## config.mk

```make
export PLATFORM = sky130hd
export DESIGN_NAME = tcc_timer_capture
export DESIGN_NICKNAME = d
export VERILOG_FILES = /design/src/pkg/tcc_pkg.sv /design/src/verilog/tcc_timer_capture.sv
export SDC_FILE = /design/constraint.sdc
export NUM_CORES = 1
export LEC_CHECK = 0
export BUFFER_PORTS_ARGS = -buffer_cell sky130_fd_sc_hd__buf_2
export CAP_MARGIN = 20
export CORE_MARGIN = 1
export CORE_UTILIZATION = 45
export CTS_CLUSTER_SIZE = 20
export DETAILED_ROUTE_END_ITERATION = 8
export GPL_TIMING_DRIVEN = 0
export SYNTH_ARGS = -nofsm -noshare
export SYNTH_HDL_FRONTEND = slang
export SYNTH_SLANG_ARGS = --single-unit
```

## constraint.sdc

```tcl
create_clock -name sys_clk -period 2.76 [get_ports sys_clk]
set_input_delay 0.414 -clock sys_clk [delete_from_list [all_inputs] [get_ports sys_clk]]
set_output_delay 0.414 -clock sys_clk [all_outputs]
set_load 0.005 [all_outputs]
```

## src/pkg/tcc_pkg.sv

```systemverilog
// Constants for the timer and capture control block.
// Assumes a 32-bit classic Wishbone slave with byte addresses.
package tcc_pkg;

    // -----
    // Register word indices (byte address is four times the index)
    // -----
    localparam logic [7:0] IDX_TIMER_CLOCK_CAPTURE_CONFIG = 8'h16;
    localparam logic [7:0] IDX_TIMER_RUN_CAPTURE_STATUS = 8'h17;
    localparam logic [7:0] IDX_CAPTURE34_OUTPUT3_CONTROL = 8'h16;
    localparam logic [7:0] BANK_LOW = 8'h03;
    localparam logic [7:0] BANK_HIGH = 8'h07;
    localparam int BANK_SPAN = 32;
    localparam logic [7:0] IDX_TIMER1 = 8'h00;
    localparam logic [7:0] IDX_TIMER2 = 8'h01;
    localparam logic [7:0] IDX_PERIOD1 = 8'h02;
    localparam logic [7:0] IDX_PERIOD2 = 8'h03;
    localparam logic [7:0] IDX_TIMER3_LO = 8'h04;
    localparam logic [7:0] IDX_TIMER3_HI = 8'h05;
    localparam logic [7:0] IDX_CAPTURE_BASE = 8'h06;
    localparam logic [7:0] IDX_IRQ_CONTROL = 8'h0E;

    // -----
    // Field positions
    // -----
    localparam int POS_FIRST_CLOCK_SELECT = 0;
    localparam int POS_SECOND_CLOCK_SELECT = 1;
    localparam int POS_THIRD_CLOCK_SELECT = 2;
    localparam int POS_COMBINE = 3;
    localparam int POS_CAP1_MODE = 4;
    localparam int POS_CAP2_MODE = 6;
    localparam int POS_FIRST_RUN = 0;
    localparam int POS_SECOND_RUN = 1;
    localparam int POS_THIRD_RUN = 2;
    localparam int POS_PERIOD_OR_CAPTURE = 3;
    localparam int POS_OUTPUT1_ENABLE = 4;
    localparam int POS_OUTPUT2_ENABLE = 5;
    localparam int POS_CAP1_OVERRUN = 6;
    localparam int POS_CAP2_OVERRUN = 7;
    localparam int POS_OUTPUT3_ENABLE = 0;
    localparam int POS_CAP3_MODE = 1;
    localparam int POS_CAP4_MODE = 3;
    localparam int POS_CAP3_OVERRUN = 5;
    localparam int POS_CAP4_OVERRUN = 6;
    localparam int POS_IRQ_FLAG1 = 0;
    localparam int POS_IRQ_FLAG2 = 1;
    localparam int POS_IRQ_ENABLE1 = 2;
    localparam int POS_IRQ_ENABLE2 = 3;
    localparam int POS_PERIPH_ENABLE = 4;
    localparam int POS_GLOBAL_DISABLE = 5;

    // -----
    // Reset values, modes and timing
    // -----
    localparam logic [7:0] RESET_BYTE = 8'h00;
    localparam logic [1:0] MODE_FALL = 2'b00;
    localparam logic [1:0] MODE_RISE = 2'b01;
    localparam logic [1:0] MODE_RISE4 = 2'b10;
    localparam logic [1:0] MODE_RISE16 = 2'b11;
    localparam logic [3:0] PRESCALE4_LAST = 4'h3;
    localparam logic [3:0] PRESCALE16_LAST = 4'hF;
    localparam int INSTR_CYCLE_CLOCKS = 4;

endpackage : tcc_pkg

```

## src/verilog/tcc_timer_capture.sv

```systemverilog
// Two 8-bit period timers (combinable to 16 bits), a 16-bit third timer,
// four input captures and the output pin steering for three outputs.
// Assumes sys_clk is the oscillator clock and pins arrive asynchronously.
`timescale 1ns/1ps

// How it works
// - Two 8-bit up timers, each with own period register and own flag.
// - Third 16-bit timer; extra pair is its period or capture one.
// - Capture mode: 00 falling, 01 rising, 10 fourth rise, 11 sixteenth.
// - Capture mode fields sit in config bits 7-6, 5-4 and control 4-3, 2-1.
// - Combine bit and second run bit both set join the two 8-bit timers into one 16-bit timer.
// - Third timer clocks on falling edges of its own pin when selected.
// - Each 8-bit timer counts instruction cycles or shared pin falls.
// - Capture before both bytes read sets overrun, keeps old value.
// - Overrun flags are read-only, reset to zero, at the listed bits.
// - Output enable forces its pin driven by the pulse output.
// - Third timer counts only while its run bit is set.
// - First run bit gates the combined timer, else only the first.
// - An 8-bit timer counts from zero to its period, then back to zero.
// - A timer's flag is set when it returns to zero after match.
// - Timer interrupt needs its enable, peripheral enable, no global off.
// - A stopped timer neither counts nor sets its flag.
// - All captures take the third timer's current 16-bit count.
// - Combined timer returns to zero after pair match, sets first flag.
// - External timer clocks are synchronised before they count.
module tcc_timer_capture
    import tcc_pkg::*;
#(
    parameter int ADR_W = 10,
    parameter int INSTR_DIV = INSTR_CYCLE_CLOCKS
) (
    // Clock and reset
    input wire logic sys_clk,
    input wire logic reset,
    // Wishbone slave
    input wire logic wb_cyc_i,
    input wire logic wb_stb_i,
    input wire logic wb_we_i,
    input wire logic [ADR_W-1:0] wb_adr_i,
    input wire logic [3:0] wb_sel_i,
    input wire logic [31:0] wb_dat_i,
    output logic [31:0] wb_dat_o,
    output logic wb_ack_o,
    // External clock and capture pins
    input wire logic shared_timer_clock_pin,
    input wire logic third_timer_clock_pin,
    input wire logic [3:0] capture_pin,
    // Output pin steering
    input wire logic [2:0] pulse_level,
    input wire logic [2:0] port_data,
    input wire logic [2:0] port_direction_input,
    output logic [2:0] out_pin_o,
    output logic [2:0] out_pin_oe,
    // Interrupt requests to the processor
    output logic first_timer_irq,
    output logic second_timer_irq
);

    // -----
    // Bus decode
    // -----
    logic [7:0] word_idx;
    logic bus_req;
    logic wr_en;
    logic rd_en;
    logic [7:0] wdata;
    logic [7:0] rdata;
    logic idx_config;
    logic idx_status;
    logic idx_cap34;

    assign word_idx = wb_adr_i[ADR_W-1:2];
    assign bus_req = wb_cyc_i & wb_stb_i & ~wb_ack_o;
    assign wr_en = bus_req & wb_we_i & wb_sel_i[0];
    assign rd_en = bus_req & ~wb_we_i;
    assign wdata = wb_dat_i[7:0];
    // Banks are folded into the word index so both shared offsets coexist.
    assign idx_config = word_idx ==
        8'(BANK_LOW * BANK_SPAN + IDX_TIMER_CLOCK_CAPTURE_CONFIG);
    assign idx_status = word_idx ==
        8'(BANK_LOW * BANK_SPAN + IDX_TIMER_RUN_CAPTURE_STATUS);
    assign idx_cap34 = word_idx ==
        8'(BANK_HIGH * BANK_SPAN + IDX_CAPTURE34_OUTPUT3_CONTROL);

    // -----
    // Control registers
    // -----
    logic [7:0] config_reg;
    logic [5:0] run_ctrl_reg;
    logic [4:0] cap34_ctrl_reg;
    logic [7:0] period1_reg;
    logic [7:0] period2_reg;
    logic [3:0] irq_en_reg;
    logic [1:0] irq_flag_reg;
    logic [3:0] overrun_reg;

    always_ff @(posedge sys_clk) begin
        if (reset) begin
            config_reg <= RESET_BYTE;
            run_ctrl_reg <= 6'h00;
            cap34_ctrl_reg <= 5'h00;
            period1_reg <= RESET_BYTE;
            period2_reg <= RESET_BYTE;
            irq_en_reg <= 4'h0;
        end else if (wr_en) begin
            if (idx_config) begin
                config_reg <= wdata;
            end
            if (idx_status) begin
                run_ctrl_reg <= wdata[5:0];
            end
            if (idx_cap34) begin
                cap34_ctrl_reg <= wdata[4:0];
            end
            if (word_idx == IDX_PERIOD1) begin
                period1_reg <= wdata;
            end
            if (word_idx == IDX_PERIOD2) begin
                period2_reg <= wdata;
            end
            if (word_idx == IDX_IRQ_CONTROL) begin
                irq_en_reg <= wdata[POS_GLOBAL_DISABLE:POS_IRQ_ENABLE1];
            end
        end
    end

    logic combine;
    logic first_run;
    logic second_run;
    logic third_run;
    logic capture1_mode;
    logic [1:0] cap_mode [4];

    assign combine = config_reg[POS_COMBINE];
    assign first_run = run_ctrl_reg[POS_FIRST_RUN];
    assign second_run = run_ctrl_reg[POS_SECOND_RUN];
    assign third_run = run_ctrl_reg[POS_THIRD_RUN];
    assign capture1_mode = run_ctrl_reg[POS_PERIOD_OR_CAPTURE];
    assign cap_mode[0] = config_reg[POS_CAP1_MODE +: 2];
    assign cap_mode[1] = config_reg[POS_CAP2_MODE +: 2];
    assign cap_mode[2] = cap34_ctrl_reg[POS_CAP3_MODE +: 2];
    assign cap_mode[3] = cap34_ctrl_reg[POS_CAP4_MODE +: 2];

    // -----
    // Instruction cycle enable and external clock edges
    // -----
    logic [7:0] div_reg;
    logic instr_en;

    assign instr_en = div_reg == 8'(INSTR_DIV - 1);

    always_ff @(posedge sys_clk) begin
        if (reset || instr_en) begin
            div_reg <= 8'h00;
        end else begin
            div_reg <= div_reg + 8'h01;
        end
    end

    // Sampling every oscillator clock is finer than twice per cycle.
    logic [2:0] clk12_sync_reg;
    logic [2:0] clk3_sync_reg;
    logic clk12_fall;
    logic clk3_fall;

    always_ff @(posedge sys_clk) begin
        if (reset) begin
            clk12_sync_reg <= 3'b000;
            clk3_sync_reg <= 3'b000;
        end else begin
            clk12_sync_reg <= {clk12_sync_reg[1:0], shared_timer_clock_pin};
            clk3_sync_reg <= {clk3_sync_reg[1:0], third_timer_clock_pin};
        end
    end

    assign clk12_fall = clk12_sync_reg[2] & ~clk12_sync_reg[1];
    assign clk3_fall = clk3_sync_reg[2] & ~clk3_sync_reg[1];

    // -----
    // First and second timers
    // -----
    logic [7:0] timer1_reg;
    logic [7:0] timer2_reg;
    logic tick1;
    logic tick2;
    logic joined;
    logic wrap1;
    logic wrap2;
    logic wrap16;

    assign tick1 = config_reg[POS_FIRST_CLOCK_SELECT] ? clk12_fall
                                                      : instr_en;
    assign tick2 = config_reg[POS_SECOND_CLOCK_SELECT] ? clk12_fall
                                                       : instr_en;
    // Without the second run bit only the low byte advances.
    assign joined = combine & second_run;
    assign wrap16 = {timer2_reg, timer1_reg} == {period2_reg, period1_reg};
    assign wrap1 = timer1_reg == period1_reg;
    assign wrap2 = timer2_reg == period2_reg;

    logic set_flag1;
    logic set_flag2;

    assign set_flag1 = first_run & tick1 & (joined ? wrap16 : wrap1);
    assign set_flag2 = ~combine & second_run & tick2 & wrap2;

    always_ff @(posedge sys_clk) begin
        if (reset) begin
            timer1_reg <= RESET_BYTE;
            timer2_reg <= RESET_BYTE;
        end else begin
            if (first_run && tick1) begin
                if (joined) begin
                    if (wrap16) begin
                        timer1_reg <= RESET_BYTE;
                        timer2_reg <= RESET_BYTE;
                    end else begin
                        {timer2_reg, timer1_reg} <=
                            {timer2_reg, timer1_reg} + 16'h0001;
                    end
                end else begin
                    timer1_reg <= wrap1 ? RESET_BYTE
                                        : timer1_reg + 8'h01;
                end
            end
            if (!combine && second_run && tick2) begin
                timer2_reg <= wrap2 ? RESET_BYTE
                                    : timer2_reg + 8'h01;
            end
            // A software write overrides a count in the same cycle.
            if (wr_en && word_idx == IDX_TIMER1) begin
                timer1_reg <= wdata;
            end
            if (wr_en && word_idx == IDX_TIMER2) begin
                timer2_reg <= wdata;
            end
        end
    end

    // -----
    // Timer flags and interrupt requests
    // -----
    always_ff @(posedge sys_clk) begin
        if (reset) begin
            irq_flag_reg <= 2'b00;
        end else if (wr_en && word_idx == IDX_IRQ_CONTROL) begin
            // Writing zero clears a flag; a new event in that cycle wins.
            irq_flag_reg <= (irq_flag_reg & wdata[1:0])
                          | {set_flag2, set_flag1};
        end else begin
            irq_flag_reg <= irq_flag_reg | {set_flag2, set_flag1};
        end
    end

    logic irq_gate;

    assign irq_gate = irq_en_reg[POS_PERIPH_ENABLE - POS_IRQ_ENABLE1]
                    & ~irq_en_reg[POS_GLOBAL_DISABLE - POS_IRQ_ENABLE1];
    assign first_timer_irq = irq_flag_reg[POS_IRQ_FLAG1] & irq_gate
                           & irq_en_reg[0];
    assign second_timer_irq = irq_flag_reg[POS_IRQ_FLAG2] & irq_gate
                            & irq_en_reg[1];

    // -----
    // Third timer
    // -----
    logic [15:0] timer3_reg;
    logic [15:0] cap_value [4];
    logic tick3;

    assign tick3 = config_reg[POS_THIRD_CLOCK_SELECT] ? clk3_fall
                                                      : instr_en;

    always_ff @(posedge sys_clk) begin
        if (reset) begin
            timer3_reg <= 16'h0000;
        end else begin
            if (third_run && tick3) begin
                if (!capture1_mode && timer3_reg == cap_value[0]) begin
                    timer3_reg <= 16'h0000;
                end else begin
                    timer3_reg <= timer3_reg + 16'h0001;
                end
            end
            if (wr_en && word_idx == IDX_TIMER3_LO) begin
                timer3_reg[7:0] <= wdata;
            end
            if (wr_en && word_idx == IDX_TIMER3_HI) begin
                timer3_reg[15:8] <= wdata;
            end
        end
    end

    // -----
    // Capture channels
    // -----
    logic [7:0] cap_rd [4];

    for (genvar ch = 0; ch < 4; ch++) begin : g_cap
        logic [2:0] sync_reg;
        logic [1:0] mode_seen_reg;
        logic [3:0] prescale_reg;
        logic [15:0] value_reg;
        logic pending_reg;
        logic lo_read_reg;
        logic hi_read_reg;
        logic rise;
        logic fall;
        logic event_hit;
        logic active;
        logic lo_hit;
        logic hi_hit;
        logic both_read;

        assign rise = sync_reg[1] & ~sync_reg[2];
        assign fall = sync_reg[2] & ~sync_reg[1];
        assign active = (ch != 0) | capture1_mode;
        assign lo_hit = word_idx == 8'(IDX_CAPTURE_BASE + 2 * ch);
        assign hi_hit = word_idx == 8'(IDX_CAPTURE_BASE + 2 * ch + 1);
        assign both_read = (lo_read_reg | (rd_en & lo_hit))
                         & (hi_read_reg | (rd_en & hi_hit));

        always_comb begin
            unique case (cap_mode[ch])
                MODE_FALL: event_hit = fall;
                MODE_RISE: event_hit = rise;
                MODE_RISE4: event_hit = rise & (prescale_reg == PRESCALE4_LAST);
                MODE_RISE16: event_hit = rise
                    & (prescale_reg == PRESCALE16_LAST);
            endcase
        end

        always_ff @(posedge sys_clk) begin
            if (reset) begin
                sync_reg <= 3'b000;
                mode_seen_reg <= MODE_FALL;
                prescale_reg <= 4'h0;
            end else begin
                sync_reg <= {sync_reg[1:0], capture_pin[ch]};
                mode_seen_reg <= cap_mode[ch];
                if (mode_seen_reg != cap_mode[ch]) begin
                    prescale_reg <= 4'h0;
                end else if (rise) begin
                    prescale_reg <= (cap_mode[ch] == MODE_RISE4
                        && prescale_reg == PRESCALE4_LAST) ? 4'h0
                        : prescale_reg + 4'h1;
                end
            end
        end

        always_ff @(posedge sys_clk) begin
            if (reset) begin
                value_reg <= 16'h0000;
                pending_reg <= 1'b0;
                lo_read_reg <= 1'b0;
                hi_read_reg <= 1'b0;
                overrun_reg[ch] <= 1'b0;
            end else begin
                if (rd_en && lo_hit) begin
                    lo_read_reg <= 1'b1;
                end
                if (rd_en && hi_hit) begin
                    hi_read_reg <= 1'b1;
                end
                if (pending_reg && both_read) begin
                    pending_reg <= 1'b0;
                    overrun_reg[ch] <= 1'b0;
                end
                if (active && event_hit) begin
                    if (pending_reg && !both_read) begin
                        overrun_reg[ch] <= 1'b1;
                    end else begin
                        value_reg <= timer3_reg;
                        pending_reg <= 1'b1;
                        lo_read_reg <= 1'b0;
                        hi_read_reg <= 1'b0;
                    end
                end
                // In period mode the first pair is a writable period.
                if (ch == 0 && !capture1_mode && wr_en && lo_hit) begin
                    value_reg[7:0] <= wdata;
                end
                if (ch == 0 && !capture1_mode && wr_en && hi_hit) begin
                    value_reg[15:8] <= wdata;
                end
            end
        end

        assign cap_value[ch] = value_reg;
        assign cap_rd[ch] = (lo_hit ? value_reg[7:0] : 8'h00)
                          | (hi_hit ? value_reg[15:8] : 8'h00);
    end

    // -----
    // Read data and acknowledge
    // -----
    always_comb begin
        rdata = cap_rd[0] | cap_rd[1] | cap_rd[2] | cap_rd[3];
        if (idx_config) begin
            rdata = config_reg;
        end else if (idx_status) begin
            rdata = {overrun_reg[1], overrun_reg[0], run_ctrl_reg};
        end else if (idx_cap34) begin
            rdata = {1'b0, overrun_reg[3], overrun_reg[2],
                     cap34_ctrl_reg};
        end else if (word_idx == IDX_TIMER1) begin
            rdata = timer1_reg;
        end else if (word_idx == IDX_TIMER2) begin
            rdata = timer2_reg;
        end else if (word_idx == IDX_PERIOD1) begin
            rdata = period1_reg;
        end else if (word_idx == IDX_PERIOD2) begin
            rdata = period2_reg;
        end else if (word_idx == IDX_TIMER3_LO) begin
            rdata = timer3_reg[7:0];
        end else if (word_idx == IDX_TIMER3_HI) begin
            rdata = timer3_reg[15:8];
        end else if (word_idx == IDX_IRQ_CONTROL) begin
            rdata = {2'b00, irq_en_reg, irq_flag_reg};
        end
    end

    always_ff @(posedge sys_clk) begin
        if (reset) begin
            wb_ack_o <= 1'b0;
            wb_dat_o <= 32'h0000_0000;
        end else begin
            wb_ack_o <= bus_req;
            if (rd_en) begin
                wb_dat_o <= {24'h00_0000, rdata};
            end
        end
    end

    // -----
    // Output pin steering
    // -----
    logic [2:0] out_enable;

    assign out_enable = {cap34_ctrl_reg[POS_OUTPUT3_ENABLE],
                         run_ctrl_reg[POS_OUTPUT2_ENABLE],
                         run_ctrl_reg[POS_OUTPUT1_ENABLE]};

    always_ff @(posedge sys_clk) begin
        if (reset) begin
            out_pin_o <= 3'b000;
            out_pin_oe <= 3'b000;
        end else begin
            out_pin_o <= (out_enable & pulse_level)
                       | (~out_enable & port_data);
            out_pin_oe <= out_enable | ~port_direction_input;
        end
    end

endmodule : tcc_timer_capture

```

* Yosys cells after proc, flatten, opt, wreduce, memory -nomap -nowiden *
Cells that the tools add are included.

cells by class
  add/sub/neg operators = 9
  equal/unequal tests = 48
  mux-type cells = 98
  bitwise logic cells = 87
  reductions and logical operators = 69

operator list
  operator                                        number
  two-way mux 8 bit                               33
  two-way mux 16 bit                              4
  == test 8 x 4 -> 1 bit (second input constant)  7
  OR 8 bit                                        7
  two-way mux 1 bit                               52
  bitwise AND 1 bit                               46
  logical AND 1 bit                               34
  adder 16 x 1 -> 16 bit (second input constant)  2
  == test 16 bit                                  2
  == test 8 x 3 -> 1 bit (second input constant)  4
  adder 8 x 1 -> 8 bit (second input constant)    3
  == test 8 x 2 -> 1 bit (second input constant)  3
  AND reduction 2 bit                             12
  NOT 1 bit                                       17
  adder 4 x 1 -> 4 bit (second input constant)    4
  == test 2 bit (second input constant)           8
  == test 4 x 2 -> 1 bit (second input constant)  4
  == test 4 bit (second input constant)           4
  == test 8 x 7 -> 1 bit (second input constant)  2
  == test 8 bit                                   2
  two-way mux 4 bit                               4
  one-hot mux 1 bit (4 select lines)              4
  nonzero test 2 bit                              5
  == test 2 x 1 -> 1 bit (second input constant)  4
  other kinds (17)                                44

storage, ports and cells
  flip-flop bits (word level) = 218
  input bits = 66
  output and inout port bits = 41
  word-level logic and storage cells = 362

* Logic depth before layout (Yosys ltp) *
  depth in word-level cells = 16
  depth in mapped cells = 9

* Least setup slack after synthesis *
Ideal clock, no wire load.

  kind = input port to flip-flop
  start point = in wb_adr_i[7]
  end point = reg g_cap[1].value_reg[13]
  library setup time = 0.128 ns
  arrival time = 2.310 ns
  data required time = 2.632 ns
  path slack = 0.322 ns
  stages = 9
  cell sequence = or4_1 -> buf_4 -> nor4_4 -> a32oi_1 -> a21oi_2 -> buf_6 -> buf_12 -> mux2i_1 -> nor2_1

on the way
  word-level cells in the longest chain between the ends = 8
  elaborated cells between the ends (all ways) = 11
  those cells by class = eq/ne: 2; bitwise: 6; reduce/logical: 3

RTL lines
  element                                    RTL line                                            RTL
  start: declaration                         tcc_timer_capture.sv:39                             input wire logic [ADR_W-1:0] wb_adr_i,
  == test 8 x 4 -> 1 bit (on tied branches)  tcc_timer_capture.sv:318, tcc_timer_capture.sv:319
  bitwise AND 1 bit (on tied branches)       tcc_timer_capture.sv:320, tcc_timer_capture.sv:321
  OR 1 bit (on tied branches)                tcc_timer_capture.sv:320, tcc_timer_capture.sv:321
  bitwise AND 1 bit *                        tcc_timer_capture.sv:321                            & (hi_read_reg | (rd_en & hi_hit));
  logical NOT 1 bit *                        tcc_timer_capture.sv:370                            if (pending_reg && !both_read) begin
  logical AND 1 bit *                        tcc_timer_capture.sv:370
  NOT 1 bit (no line) *                      n/a
  AND reduction 2 bit (no line) *            n/a
  end signal: assignment                     tcc_timer_capture.sv:373                            value_reg <= timer3_reg;
  end signal: assignment                     tcc_timer_capture.sv:384                            value_reg[15:8] <= wdata;
  end: declaration                           tcc_timer_capture.sv:303                            logic [15:0] value_reg;

Mark *: on every way between the ends. The rest lies on a longest branch, timed or not.
A chain may end at the register's enable or synchronous reset.

* Final worst setup path *
  start point = reg wb_ack_o
  end point = reg timer2_reg[1]

on the way
  word-level cells in the longest chain between the ends = 7
  elaborated cells between the ends (all ways) = 9
  those cells by class = mux: 1; bitwise: 4; reduce/logical: 4

RTL lines
  element                           RTL line                  RTL
  start: declaration                tcc_timer_capture.sv:43   output logic wb_ack_o,
  start signal: assignment          tcc_timer_capture.sv:428  wb_ack_o <= bus_req;
  NOT 1 bit *                       tcc_timer_capture.sv:73   assign bus_req = wb_cyc_i & wb_stb_i & ~wb_ack_o;
  bitwise AND 1 bit *               tcc_timer_capture.sv:73
  bitwise AND 1 bit * (2 in a row)  tcc_timer_capture.sv:74   assign wr_en = bus_req & wb_we_i & wb_sel_i[0];
  logical AND 1 bit *               tcc_timer_capture.sv:234  if (wr_en && word_idx == IDX_TIMER2) begin
  nonzero test 3 bit (no line)      n/a
  AND reduction 2 bit (no line)     n/a
  end signal: assignment            tcc_timer_capture.sv:218  {timer2_reg, timer1_reg} <=
  end signal: assignment            tcc_timer_capture.sv:227  timer2_reg <= wrap2 ? RESET_BYTE
  end signal: assignment            tcc_timer_capture.sv:235  timer2_reg <= wdata;
  end: declaration                  tcc_timer_capture.sv:183  logic [7:0] timer2_reg;

Marks and branches as above.

==> impl_metrics.tcl <==
set metrics [dict create \
    drive_above_1_share_pct 13.20 \
    ff2ff_path_depth 6 \
    wl_met1_um 17150 \
    fmax_mhz 379.9 \
    worst_slack_ns 0.1279 \
    wirelength_um 38630 \
    grt_pass1_vias 9876 \
    overflow 0 \
    ys_top_cells_by_area "dfxtp_1, mux2i_1, nor2_1" \
    final_cell_mix "dfxtp_1, nor2_1, mux2i_1" \
    dr_wl_met3_um 2965 \
    intPower_mw 5.349 \
    path_cells "and3b_1, nand3_1, nor3_1, clkbuf_1, a211oi_1, o41ai_1" \
    grt_pass1_wl_um 59060 \
    setup-violations-final 0 \
    yosysWarnings 0 \
    peakVddDrop_mv 0.4352 \
    synth_ff_type "dfxtp_1" \
    skew_ns 0.006180 \
    ys_ff_latch 218 \
    stdcell_count 1786 \
    worstHoldEndpoint "out_pin_oe[0]$_SDFF_PP0_" \
    cp_max_fo 10 \
    clock_path_buffers 3 \
    hold_violations 0 \
    endpoint_kind "flip-flop" \
    wl_per_cell_um 21.63 \
    post-place-ws_ns -0.4490 \
    worst_ep_required_time_ns 3.20 \
    min_path_cells 2 \
    drv_cap 0 \
    crit_arrival_ns 3.07 \
    switching_share_pct 24.54 \
    synth-async-reset-ratio_pct 0 \
    die_w_um 161.3 \
    largest_reg_flops 64 \
    dr.pass1.iters 5 \
    cts.root.buffer_cell "clkbuf_16" \
    numCtsBuffers 27 \
    r2r-end "timer2_reg[1]$_SDFFE_PP0P_" \
    ant_nets 0 \
    combPwrFrac_pct 6.4 \
    power_density_nw_per_um2 540.9 \
    status "complete, no violations" \
    dp_hpwl_um 28270 \
    vias 10540 \
    maxUsedRoutingLayer "met4" \
    clkLatencyLatePin_ns 0.54 \
    drt_iter0_markers 979 \
    clock_power_share_pct 48.5 \
    gp_congestion 0.9668 \
    htreeDepth 1 \
    viasPerCell 5.901 \
    worstHoldStart "port_direction_input[0]" \
    die_height_um 161.3 \
    cp_slowest_cell "nor3_1" \
    yosys.area.top_type_share_pct 38.21 \
    power_leakage_nw 5.228 \
    final_common_cell "dfxtp_1" \
    grt_antenna_before_repair 0 \
    cpPeakStageDelay_ns 0.80 \
    dpl-instance-area_um2 12170 \
    cts_tree "yes" \
    final_max_slew_viol_count 0 \
    synth_cell_types 72 \
    slew_headroom_pct 40.61 \
    drcViolationCount 0 \
    dp_cells 1735 \
    synth_edf_count 0 \
    dieArea_um2 26020 \
    r2r-start "wb_ack_o$_SDFF_PP0_" \
    synth_largest_area_cell "dfxtp_1" \
    path_clk_slew_ns 0.06 \
    area_growth_pct 14.73 \
    grt_max_degree 14 \
    antennaDiodeCount 0 \
    start_util_pct 46.42 \
    critical_path_class "flip-flop to flip-flop" \
    core_area_um2 24600 \
    min_path_type "input port to flip-flop" \
    wl_met2_um 16680 \
    nets 1515 \
    num-fill-cells 2330 \
    switching_power_mw 1.739 \
    pin_count 107 \
    postSynthCellCount 1336 \
    r2r_slack_ns 0.13 \
    seq_area_frac_synth_pct 38.21 \
    cts_num_sinks 218 \
    port_buffers 50 \
    hold_ws_ns 0.05085 \
    worst_pin_slew_ns 0.8908 \
    grt_usage_pct 29.63 \
    period_minus_slack_ns 2.632 \
    syn_area_per_cell_um2 8.550 \
    period_share_pct 95.37 \
    fp-row-count 57 \
    start_kind "flip-flop" \
    syn-cell-area_um2 11420 \
    final_cell_area_um2 13110 \
    p_seq_share_pct 45.1 \
]
==> worst max-delay path, delay by kind of cell (launching register included) <==
family | cells | cell delay, ns
and+or+nand+nor | 3 | 1.33
buffers and inverters | 1 | 0.46
AOI/OAI and AO/OA | 2 | 0.41
DFF | 1 | 0.32
==> Yosys cell counts (14+ instances only) <==
cell and number:
a21oi_1 68, xnor2_1 36, nand3_1 46, o21ai_0 71, mux2_2 14, a211oi_1 25, xor2_1 24, and3_1 23
o22ai_1 16, a221oi_1 14, inv_1 18, nand4_1 16, dfxtp_1 218, clkbuf_1 70, nor2_1 173, buf_4 25
nor3_1 27, nand2_1 77, nor2b_1 41, mux2i_1 118, buf_2 19
==> per-stage QoR <==
step | setup TNS (ns) | total power [mW] | util [%]
after floorplan | 0 | 3.527 | -
after global placement | -19.96 | 3.705 | 49.44
after detailed placement | -17.21 | 3.706 | 49.48
after CTS | 0 | 7.134 | 53.03
after global routing | -0.004353 | 7.313 | 53.26
final | 0 | 7.088 | 53.26
==> layout make-up <==
cell class | count | area (µm²) | area share, %
clock buffer | 37 | 763.2 | 5.824
buffer | 120 | 606.8 | 4.631
multi-input combinational | 1001 | 6519 | 49.74
timing repair buffer | 54 | 275.3 | 2.100
sequential | 218 | 4364 | 33.30
clock inverter | 13 | 100.1 | 0.7638
inverter | 19 | 71.32 | 0.5442
tap | 324 | 405.4 | 3.093
==> metal layers <==
layer  GRT usage [%]  vias to the layer above
li1                -                     4983
met1           40.65                     4998
met2           45.79                      439
met3           4.468                      120
met4           13.64                        0
met5               0                        -
==> power by group through the flow <==
stage / Clock (mW) / Combinational, mW / Sequential, mW
after floorplan: 0 / 0.263 / 3.26
after global routing: 3.63 / 0.485 / 3.20
final: 3.44 / 0.453 / 3.20
after global placement: 0 / 0.438 / 3.27
after CTS: 3.49 / 0.442 / 3.20
after detailed placement: 0 / 0.439 / 3.27
==> logic make-up (layout without fill, tap and decap cells) <==
kind of cell | Yosys count | after routing | share of synthesized area (%)
XOR/XNOR | 60 | 60 | 4.601
AND/OR/NAND/NOR | 480 | 480 | 21.11
AO/OA/AOI/OAI | 292 | 292 | 16.56
flip-flops | 218 | 218 | 38.21
other | 1 | 24 | 0.03283
adder cells (fa/ha/maj) | 8 | 8 | 0.8764
multiplexers | 137 | 137 | 12.71
buffers and inverters | 140 | 243 | 5.904
==> timing repair <==
action                     4_1_cts  5_1_grt
pin swaps                        0        1
setup endpoints to repair       31       69
hold buffers                     0        0
gates resized for setup          4       22
setup buffers                    0        2
==> how the worst max path moves through the flow <==
stage	startpoint	endpoint	slack [ns]	cells past startpoint
2_1_floorplan	wb_adr_i[7]	g_cap[1].value_reg[13]$_SDFFE_PP0P_	0.32	9
3_3_place_gp	wb_adr_i[2]	wb_dat_o[6]$_SDFFE_PP0P_	-0.49	8
3_5_place_dp	wb_adr_i[2]	wb_dat_o[6]$_SDFFE_PP0P_	-0.45	8
4_1_cts	timer3_reg[1]$_SDFFE_PP0P_	timer3_reg[14]$_SDFFE_PP0P_	0.05	8
5_1_grt	div_reg[4]$_SDFF_PP0_	timer3_reg[14]$_SDFFE_PP0P_	-0.004	7
6_report	wb_ack_o$_SDFF_PP0_	timer2_reg[1]$_SDFFE_PP0P_	0.13	6
Note: power is estimated with default switching activity, not from simulation.
